### config.mk
export PLATFORM = sky130hd
export DESIGN_NAME = slot_cost
export DESIGN_NICKNAME = d
export VERILOG_FILES = /design/src/shared/line_check_pkg.sv /design/src/design/slot_cost.sv
export SDC_FILE = /design/constraint.sdc
export NUM_CORES = 1
export LEC_CHECK = 0
export ABC_AREA = 1
export BUFFER_PORTS_ARGS = -buffer_cell sky130_fd_sc_hd__buf_4
export CAP_MARGIN = 20
export CORE_UTILIZATION = 39
export DETAILED_ROUTE_END_ITERATION = 16
export GPL_TIMING_DRIVEN = 1
export PLACE_DENSITY = 0.81
export RECOVER_POWER = 25
export SLEW_MARGIN = 0
export SYNTH_ARGS = -nofsm -noshare
export SYNTH_HDL_FRONTEND = slang
export SYNTH_SLANG_ARGS = --single-unit
export TNS_END_PERCENT = 100
### constraint.sdc
create_clock -name vclk -period 2
set_input_delay 0.3 -clock vclk [all_inputs]
set_output_delay 0.3 -clock vclk [all_outputs]
set_load 0.02 [all_outputs]
### src/shared/line_check_pkg.sv
// Purpose: Shared constants for the instruction line checker.
// Assumes: One 32-bit slot word per fetch beat, core clock only.
// Notes:   The slot field layout below is the decoder's own.
package line_check_pkg;

  // Line shape
  localparam int          MAX_SLOTS = 4;
  localparam logic [2:0]  LAST_IDX  = 3'h3;

  // Slot word fields
  localparam int EOL_BIT   = 31;
  localparam int CLS_LSB   = 27;
  localparam int SRC_LSB   = 24;
  localparam int DST_LSB   = 21;
  localparam int QUAD_BIT  = 20;
  localparam int PMOD_BIT  = 19;
  localparam int CIRC_BIT  = 18;
  localparam int LONG_BIT  = 17;
  localparam int PTR_LSB   = 11;
  localparam int MOD_LSB   = 0;

  // Slot classes
  localparam logic [3:0] CLS_NOP     = 4'h0;
  localparam logic [3:0] CLS_JALU    = 4'h1;
  localparam logic [3:0] CLS_KALU    = 4'h2;
  localparam logic [3:0] CLS_XFER    = 4'h3;
  localparam logic [3:0] CLS_IMML    = 4'h4;
  localparam logic [3:0] CLS_LDJ     = 4'h5;
  localparam logic [3:0] CLS_LDK     = 4'h6;
  localparam logic [3:0] CLS_STJ     = 4'h7;
  localparam logic [3:0] CLS_STK     = 4'h8;
  localparam logic [3:0] CLS_IMMEXT  = 4'h9;
  localparam logic [3:0] CLS_COND    = 4'hA;
  localparam logic [3:0] CLS_CONDSEQ = 4'hB;
  localparam logic [3:0] CLS_COMPX   = 4'hC;
  localparam logic [3:0] CLS_COMPY   = 4'hD;

  // Register groups named by source and destination fields
  localparam logic [2:0] GRP_NONE = 3'h0;
  localparam logic [2:0] GRP_J    = 3'h1;
  localparam logic [2:0] GRP_K    = 3'h2;
  localparam logic [2:0] GRP_X    = 3'h3;
  localparam logic [2:0] GRP_Y    = 3'h4;
  localparam logic [2:0] GRP_XY   = 3'h5;
  localparam logic [2:0] GRP_SEQ  = 3'h6;
  localparam logic [2:0] GRP_SOC  = 3'h7;

  // Resource indices
  localparam int NRES   = 15;
  localparam int R_AUNIT = 0;
  localparam int R_JU   = 1;
  localparam int R_KU   = 2;
  localparam int R_JPT  = 3;
  localparam int R_KPT  = 4;
  localparam int R_XIO  = 5;
  localparam int R_XIN  = 6;
  localparam int R_XOUT = 7;
  localparam int R_YIO  = 8;
  localparam int R_YIN  = 9;
  localparam int R_YOUT = 10;
  localparam int R_SEQ  = 11;
  localparam int R_SOC  = 12;
  localparam int R_XCB  = 13;
  localparam int R_YCB  = 14;

  // Units available per line, index 14 down to 0
  localparam logic [3*NRES-1:0] RES_LIMIT = {
    3'h2, 3'h2, 3'h1, 3'h1, 3'h1, 3'h2, 3'h2, 3'h1,
    3'h2, 3'h2, 3'h1, 3'h1, 3'h1, 3'h1, 3'h2};

  // Checker states
  typedef enum logic [2:0] {
    ST_FILL  = 3'h1,
    ST_CHECK = 3'h2,
    ST_ISSUE = 3'h4
  } line_state_t;

endpackage : line_check_pkg

### src/design/slot_cost.sv
// Purpose: Per-slot decode of resource use and single-slot legality.
// Assumes: Word layout from line_check_pkg.
// Notes:   Pure combinational; one instance per slot position.
`timescale 1ns/1ns
module slot_cost
  import line_check_pkg::*;
(
  // Slot input
  input  wire logic [31:0]     word,
  input  wire logic [1:0]      slot_idx,
  // Decode results
  output logic [2*NRES-1:0]    cost,
  output logic [3:0]           rd_grp,
  output logic [3:0]           wr_grp,
  output logic                 slot_bad
);

  wire logic [3:0] cls  = word[CLS_LSB +: 4];
  wire logic [2:0] src  = word[SRC_LSB +: 3];
  wire logic [2:0] dst  = word[DST_LSB +: 3];
  wire logic [4:0] ptr  = word[PTR_LSB +: 5];
  wire logic [7:0] modv = word[MOD_LSB +: 8];

  wire logic is_ldj  = (cls == CLS_LDJ);
  wire logic is_ldk  = (cls == CLS_LDK);
  wire logic is_stj  = (cls == CLS_STJ);
  wire logic is_stk  = (cls == CLS_STK);
  wire logic is_mem  = is_ldj | is_ldk | is_stj | is_stk;
  wire logic use_src = (cls == CLS_XFER) | is_stj | is_stk;
  wire logic use_dst = (cls == CLS_XFER) | (cls == CLS_IMML) | is_ldj | is_ldk;
  wire logic is_cond = (cls == CLS_COND) | (cls == CLS_CONDSEQ);

  // Group bitmask: bit0 X, bit1 Y, bit2 J, bit3 K
  function automatic logic [3:0] grp_mask(input logic [2:0] g);
    grp_mask = {g == GRP_K, g == GRP_J, (g == GRP_Y) | (g == GRP_XY),
                (g == GRP_X) | (g == GRP_XY)};
  endfunction : grp_mask

  // Base plus source plus destination cost of one slot
  always_comb begin
    logic [1:0] c [NRES];
    for (int r = 0; r < NRES; r++) begin
      c[r] = 2'h0;
    end
    // Base cost by move or arithmetic type
    if ((cls == CLS_JALU) | is_ldj | is_stj) begin
      c[R_AUNIT] = 2'h1;
      c[R_JU]    = 2'h1;
    end
    if ((cls == CLS_KALU) | is_ldk | is_stk) begin
      c[R_AUNIT] = 2'h1;
      c[R_KU]    = 2'h1;
    end
    if ((cls == CLS_XFER) | (cls == CLS_IMML)) begin
      c[R_AUNIT] = 2'h1;
    end
    if (cls == CLS_COMPX) c[R_XCB] = 2'h1;
    if (cls == CLS_COMPY) c[R_YCB] = 2'h1;
    // Post-modified pointer writes back through its unit port
    if (is_mem && word[PMOD_BIT]) begin
      if (is_ldj | is_stj) c[R_JPT] = 2'h1;
      else                 c[R_KPT] = 2'h1;
    end
    // Source register charged only when source is a register
    if (use_src) begin
      if (src == GRP_J) c[R_JPT] = c[R_JPT] + 2'h1;
      if (src == GRP_K) c[R_KPT] = c[R_KPT] + 2'h1;
      if (src == GRP_X || src == GRP_XY) begin
        c[R_XIO]  = c[R_XIO] + 2'h1;
        c[R_XOUT] = c[R_XOUT] + 2'h1;
      end
      if (src == GRP_Y || src == GRP_XY) begin
        c[R_YIO]  = c[R_YIO] + 2'h1;
        c[R_YOUT] = c[R_YOUT] + 2'h1;
      end
      if (src == GRP_SEQ) c[R_SEQ] = 2'h1;
      if (src == GRP_SOC) c[R_SOC] = 2'h1;
    end
    // Destination register charges
    if (use_dst) begin
      if (dst == GRP_J) c[R_JPT] = c[R_JPT] + 2'h1;
      if (dst == GRP_K) c[R_KPT] = c[R_KPT] + 2'h1;
      if (dst == GRP_X || dst == GRP_XY) begin
        c[R_XIO] = c[R_XIO] + 2'h1;
        c[R_XIN] = c[R_XIN] + 2'h1;
      end
      if (dst == GRP_Y || dst == GRP_XY) begin
        c[R_YIO] = c[R_YIO] + 2'h1;
        c[R_YIN] = c[R_YIN] + 2'h1;
      end
      if (dst == GRP_SEQ) c[R_SEQ] = c[R_SEQ] + 2'h1;
      if (dst == GRP_SOC) c[R_SOC] = c[R_SOC] + 2'h1;
    end
    for (int r = 0; r < NRES; r++) begin
      cost[2*r +: 2] = c[r];
    end
  end

  // Register groups read and written, for the operand hazard
  assign rd_grp = (use_src ? grp_mask(src) : 4'h0) |
                  ((cls == CLS_COMPX) ? 4'h1 : 4'h0) | ((cls == CLS_COMPY) ? 4'h2 : 4'h0);
  assign wr_grp = (use_dst ? grp_mask(dst) : 4'h0) |
                  ((cls == CLS_COMPX) ? 4'h1 : 4'h0) | ((cls == CLS_COMPY) ? 4'h2 : 4'h0);

  // Single-slot legality: placement, quad modifier, circular pointer
  assign slot_bad = ((cls == CLS_IMMEXT) && (slot_idx != 2'h1))
                  | (is_cond && (slot_idx != 2'h0))
                  | (is_mem && word[QUAD_BIT] && word[PMOD_BIT] && |modv[1:0])
                  | (is_mem && word[CIRC_BIT] && |ptr[4:2]);

endmodule : slot_cost

# Word level (Yosys, flattened, before mapping)
# Index checks and enable logic that the tools add are counted.
# classes
addsub,8
n_eq_ne,28
n_mux,31
bitwise_logic,25
reduce_logical,15
# op_table
operator,count
$eq A3 B3 Y1 const B,8
$eq A4 B4 Y1 const B,6
$mux W4,6
$or A1 B1 Y1,21
$mux W2,9
$add A2 B1 Y2 const B,8
$eq A4 B3 Y1 const B,4
$eq A3 B2 Y1 const B,4
$mux W1,10
$mux W3,3
$eq A4 B2 Y1 const B,2
$logic_and A1 B1 Y1,8
$mux W8,1
$or A4 B4 Y4,2
$eq A3 B1 Y1 const B,2
$mux W6,1
$mux W5,1
$eq A4 B1 Y1 const B,1
$logic_or A1 B1 Y1,4
$or A4 B1 Y4,1
$or A4 B2 Y4,1
$reduce_or A3 Y1,1
$ne A2 B1 Y1 const B,1
$reduce_bool A2 Y1,1
$reduce_or A2 Y1,1
# totals
regBits,0
out_inout_bits,39

# Longest topological paths before layout
# Gate-level depths: netlist (run 1).
# depth
ltp_word,12
mapped_depth,13
depth_no_buf,13

# Worst setup path before layout (run 1)
# OpenSTA, ideal clock, no wires.
# synth_path
path_type,in2out
startpoint,input port word[30]
endpoint,output port cost[10]
arrival_time_ps,1468
path_slack_ps,232
stages,9
path_buffers,0
path_cell_list,inv_2 nor2_2 nand2_2 nand2_4 nand3_1 inv_1 ha_1 nand2_1 o21ai_0
# synth_between
elab_chain_len,7
# synth_lines
item,line,rtl
start: declaration,slot_cost.sv:9,"input wire logic [31:0] word,"
$eq A4 B2 Y1 or $eq A4 B3 Y1 (tied branches),"slot_cost.sv:29, slot_cost.sv:30, slot_cost.sv:26",
$or A1 B1 Y1 (2 in a row),slot_cost.sv:29,wire logic use_src = (cls == CLS_XFER) | is_stj | is_stk;
$mux W6,slot_cost.sv:65,if (use_src) begin
$add A2 B1 Y2,slot_cost.sv:84,c[R_XIO] = c[R_XIO] + 2'h1;
$mux W4,slot_cost.sv:83,if (dst == GRP_X || dst == GRP_XY) begin
$mux W8 *,slot_cost.sv:80,if (use_dst) begin
end: declaration,slot_cost.sv:12,"output logic [2*NRES-1:0] cost,"
# Mark *: on every way between the ends. The rest lies on a longest branch, timed or not.

# Final worst setup path (run 1)
# layout_path
startpoint,input port word[28]
endpoint,output port cost[6]
# layout_between
elab_chain_len,12
# layout_lines
item,line,rtl
$eq A4 B3 Y1 (on tied branches),"slot_cost.sv:24, slot_cost.sv:25",
$or A1 B1 Y1 (3 in a row),slot_cost.sv:28,wire logic is_mem = is_ldj | is_ldk | is_stj | is_stk;
$logic_and A1 B1 Y1,slot_cost.sv:60,if (is_mem && word[PMOD_BIT]) begin
$mux W3,slot_cost.sv:60,
$add A2 B1 Y2,slot_cost.sv:66,if (src == GRP_J) c[R_JPT] = c[R_JPT] + 2'h1;
$mux W2,slot_cost.sv:66,
$mux W6,slot_cost.sv:65,
$add A2 B1 Y2,slot_cost.sv:81,if (dst == GRP_J) c[R_JPT] = c[R_JPT] + 2'h1;
$mux W2,slot_cost.sv:81,
$mux W8 *,slot_cost.sv:80,
# Marked as above.

==> results of run 1 <==
## final timing paths
| check | from | to | slack [ns] | cells after the start |
|---|---|---|---|---|
| worst min-delay path | word[30] | cost[2] | 0.91 | 3 |
| worst max-delay path | word[28] | cost[6] | 0.09 | 14 |
## synthesized netlist by cell type (all sizes together)
library cell	instances	share of area
conb	1	0.0048
nand2	45	0.25
buf	10	0.10
o21ai	8	0.056
nand3	10	0.089
o2111ai	1	0.011
nand4	2	0.016
o31ai	1	0.0096
a211oi	1	0.0096
or2	1	0.0080
inv	33	0.17
ha	6	0.096
nor3	5	0.045
nor2	19	0.12
a21oi	1	0.0064
o311ai	1	0.011
## through the flow
stage          hold WS, ns  setup slack, ns    util
6_report            0.9143          0.08638  0.6792
5_1_grt             0.9193         -0.02143  0.6792
4_1_cts             0.9250         0.003698  0.6576
3_5_place_dp        0.9230        -0.002884  0.6549
3_3_place_gp        0.9167          0.01798  0.6549
2_1_floorplan       0.6791           0.2325       -
## metal layers
layer / wire length [um] / up-vias / share of wire
met5: 0 / - / 0
met4: 0 / 0 / 0
met3: 109 / 0 / 0.051
met2: 1090 / 32 / 0.51
met1: 920 / 452 / 0.43
li1: - / 541 / -
## logic make-up after synthesis
family / after synthesis / synth area share
AO/OA/AOI/OAI: 13 / 0.1037
other: 1 / 0.004780
adder cells (fa/ha/maj): 6 / 0.09569
AND/OR/NAND/NOR: 82 / 0.5279
buffers and inverters: 43 / 0.2679
## timing repair
item | 4_1_cts | 5_1_grt
setup endpoints to repair | 2 | 9
resized for setup | 1 | 15
pin swaps | 0 | 5
setup buffers | 0 | 1
hold endpoints to repair | 0 | 0
## layout make-up
cell class	count	area (sq um)	area share
Inverter	33	131.4	0.1074
Tap cell	25	31.28	0.02556
Timing Repair Buffer	56	409.1	0.3344
Multi-Input combinational cell	110	651.9	0.5327
## power by group
group	switching, mW	internal, mW	total [mW]
combinational	0.145	0.0919	0.237
sequential	0	0	0
clock	0	0	0
==> results.ini, run 1 <==
[final_layout]
stdcell_count=224
design_area_sq_um=1224
fillers=192
seq_cell_count=0
layout_commonest_cell=buf_4
n_antenna_cell=0
clockBufferCount=0
final_cell_mix=50 x buf_4, 32 x nand2_1, 28 x inv_1, 13 x nor2_1
area_growth_pct=55.98
regArea_sq_um=0
final_nets=241
drive_gt1_frac=0.4271

[global_route]
met1_usage=0.2773
grtUsageTotal=0.1969
grt_overflow=0
grt_pass1_wl_um=3312
top_usage_layer=met2
met2_usage=0.3583
grt_max_degree=13
antenna_found_initial=0
met3_usage=0
grt_pass1_vias=813

[floorplan]
die_x_um=46.85
coreArea_sq_um=1802
dieArea_sq_um=2195
die_h_um=46.85
io_pins=73
rows=15
start_util=0.4354

[power_and_ir_drop]
total_power_mw=0.2368
power_density_nw_per_um2=193.5
ir_drop_v=0.0001121
leakagePower_nw=0.7493

[run]
maxCapViolCount=0

[route]
drt_wl_total_um=2119
drt_iter0_markers=21
antenna_left=0
vias_per_cell=4.576
first_pass_iters=4
wire_per_inst_um=9.460
vias=1025
drc=0

[synth]
netlist_instances=145
yosys_warnings=0
netlist_area_sq_um=784.5
seq_area_frac_synth=0
avgSynthCellArea_sq_um=5.410
synth_cell_types=27

[worst_setup_path]
critical-path-max-stage-delay_ns=0.23
arrival_ns=1.61
path_class=input pin to primary output
start_kind=input pin
critical_path.slowest_cell=ha_1
crit_chain=buf_4 -> nor2_2 -> nand2_4 -> nand2_4 -> nand3_2 -> inv_1 -> ha_1 -> inv_1 -> nand2_2 -> nand2_1 -> o21ai_1 -> nand2_1 -> inv_1 -> buf_4
path_common_cell=inv_1
end_kind=primary output
critPathRequiredTime_ns=1.70
cpLargestDelayFamily=simple AND/OR/NAND/NOR gates
cp.buffers_inverters=5
cp_max_fo=5

[sta]
finalSetupViolCount=0
clock.fmax_ghz=0.5226
post-route-period-util=0.9568
min_period_ns=1.914
tns_ns=0
hold_viol=0
slew_violations=0

[outcome]
status=finished clean

[placed_design]
port_buffers=50
dp_hpwl_um=1854
place_congestion=0.8615
place_area_sq_um=1180
placed_cells=223

[worst_hold_path]
min_path_type=input pin to primary output

[clocking]
cts_hold_buf=0

Power figures use the tool's default switching activity.
==> inputs of run 2 (changes only) <==
--- a/config.mk
+++ b/config.mk
@@ -8,6 +8,7 @@
 export ABC_AREA = 1
 export BUFFER_PORTS_ARGS = -buffer_cell sky130_fd_sc_hd__buf_4
 export CAP_MARGIN = 20
+export CORE_ASPECT_RATIO = 1.5
 export CORE_UTILIZATION = 39
 export DETAILED_ROUTE_END_ITERATION = 16
 export GPL_TIMING_DRIVEN = 1
==> run 2 against run 1 <==
Compared with the run above: total power increased by 4.1%; flip-flop and latch count unchanged; maximum frequency decreased by 1.3%; global-route usage increased by 0.36 points; sequential share of layout area unchanged; worst setup slack got worse by 0.024 ns; critical endpoint is now cost[7].
==> results.ini, run 2 (same netlist as run 1, synthesis figures left out) <==
[sta]
min_period_ns=1.938  ; +0.02427 ns
hold_viol=0  ; unchanged
fin_ws_ns=0.06211  ; -0.02427 ns
post-route-period-util=0.9689  ; +0.01213
clock.fmax_ghz=0.5160  ; -1.3%
slew_violations=0  ; unchanged
finalSetupViolCount=0  ; unchanged

[power_and_ir_drop]
power_density_nw_per_um2=194.4  ; +0.46%
total_power_mw=0.2464  ; +4.1%
clkPwrFrac=0  ; unchanged
seqPwrFrac=0  ; unchanged
switchingPower_mw=0.1492  ; +3.0%
leakagePower_nw=0.7570  ; +1.0%
comb_power_share=1.000  ; about the same
sw_frac_of_total=0.6056  ; -0.006318
ir_drop_v=0.0001222  ; +9.0%
intPower_mw=0.09717  ; +5.8%

[route]
first_pass_iters=4  ; unchanged
vias_per_cell=4.659  ; +1.8%
drc=0  ; unchanged
drt_iter0_markers=32  ; +52%
vias=1039  ; +1.4%
antenna_left=0  ; unchanged
drt_wl_total_um=2196  ; +3.6%
wire_per_inst_um=9.848  ; +4.1%

[worst_setup_path]
end_kind=primary output
path_class=input pin to primary output
arrival_ns=1.64  ; +0.03 ns
start_kind=input pin
cp_max_fo=4  ; -1
critPathRequiredTime_ns=1.70  ; about the same

[floorplan]
start_util=0.4231  ; -0.01234
coreArea_sq_um=1854  ; +2.9%
die_x_um=38.62  ; -18%
die_h_um=56.93  ; +22%
rows=19  ; +4
io_pins=73  ; unchanged
dieArea_sq_um=2199  ; +0.17%

[run]
maxCapViolCount=0  ; unchanged

[global_route]
antenna_found_initial=0  ; unchanged
grtUsageTotal=0.2005  ; +0.003588
grt_pass1_wl_um=3505  ; +5.8%
grt_pass1_vias=929  ; +14%
grt_overflow=0  ; unchanged
grt_max_degree=13  ; unchanged

[placed_design]
port_buffers=50  ; unchanged
place_congestion=0.7599  ; -12%
place_area_sq_um=1175  ; -0.42%
dp_hpwl_um=1863  ; +0.49%
post-place-ws_ns=-0.04435  ; -0.04146 ns

[final_layout]
area_growth_pct=61.56
seq_cell_count=0  ; unchanged
drive_gt1_frac=0.4604  ; +0.03326
regArea_sq_um=0  ; unchanged
design_area_sq_um=1267  ; +3.6%
final_cell_mix=53 x buf_4, 32 x nand2_1, 24 x inv_1, 13 x nor2_1
clockBufferCount=0  ; unchanged
layout_commonest_cell=buf_4
final_nets=244  ; +1.2%
n_antenna_cell=0  ; unchanged

[worst_hold_path]
min_path_type=input pin to primary output

[outcome]
status=finished clean

## run 2: cell types whose count changed in the layout (fill, tap and decap cells not counted), sizes merged
cell    change
buf         +4
clkbuf      -1
## run 2: area by class of cell
cell class / count / area, sq um
fill: 165 / 586.8
timing repair buffer: 59 / 435.4
multi-input combinational: 110 / 674.4
inverter: 33 / 131.4
tap: 21 / 26.28
## run 2: timing repair
item / 4_1_cts / 5_1_grt
gates resized for setup: 6 / 16
setup endpoints to repair: 4 / 5
hold buffers: 0 / 0
buffers inserted: 0 / 4
hold endpoints to repair: 0 / 0
cloned: 0 / 0
pin swaps: 2 / 5
## run 2: stage by stage
stage	instances	util	hold WS (ns)	setup TNS [ns]
after floorplan	153	-	0.6791	0
after global placement	219	0.6336	0.9154	-0.003752
after detailed placement	219	0.6336	0.9176	-0.09046
after CTS	219	0.6457	0.9196	0
after global routing	223	0.6835	0.9439	-0.03205
final	223	0.6835	0.9256	0
## run 2: layer usage
metal | global-route usage | up-vias | wire length, um
met5 | 0 | - | 0
li1 | - | 543 | -
met4 | 0.009852 | 0 | 15
met2 | 0.4119 | 40 | 1287
met3 | 0.01946 | 2 | 122
met1 | 0.2091 | 454 | 769
## run 2: final timing paths
path	from	end	slack, ns	cells after the start
max	word[30]	cost[7]	0.06	15
min	word[26]	rd_grp[3]	0.93	3
## run 2: power by group through the flow
stage | Clock, mW | Sequential, mW | Combinational [mW]
detailed placement | 0 | 0 | 0.227
finish | 0 | 0 | 0.246
floorplan | 0 | 0 | 0.146
CTS | 0 | 0 | 0.233
global route | 0 | 0 | 0.268
global placement | 0 | 0 | 0.222
## run 2: worst max-delay path: stages
cell,delay [ns]
buf_4,0.11
inv_2,0.05
nor2_4,0.14
nand2_4,0.09
nand2_4,0.11
nand3_4,0.08
inv_2,0.07
ha_4,0.19
inv_2,0.05
nand2_2,0.05
nand3_2,0.08
nand2_1,0.05
nand2_1,0.05
inv_1,0.05
buf_4,0.15
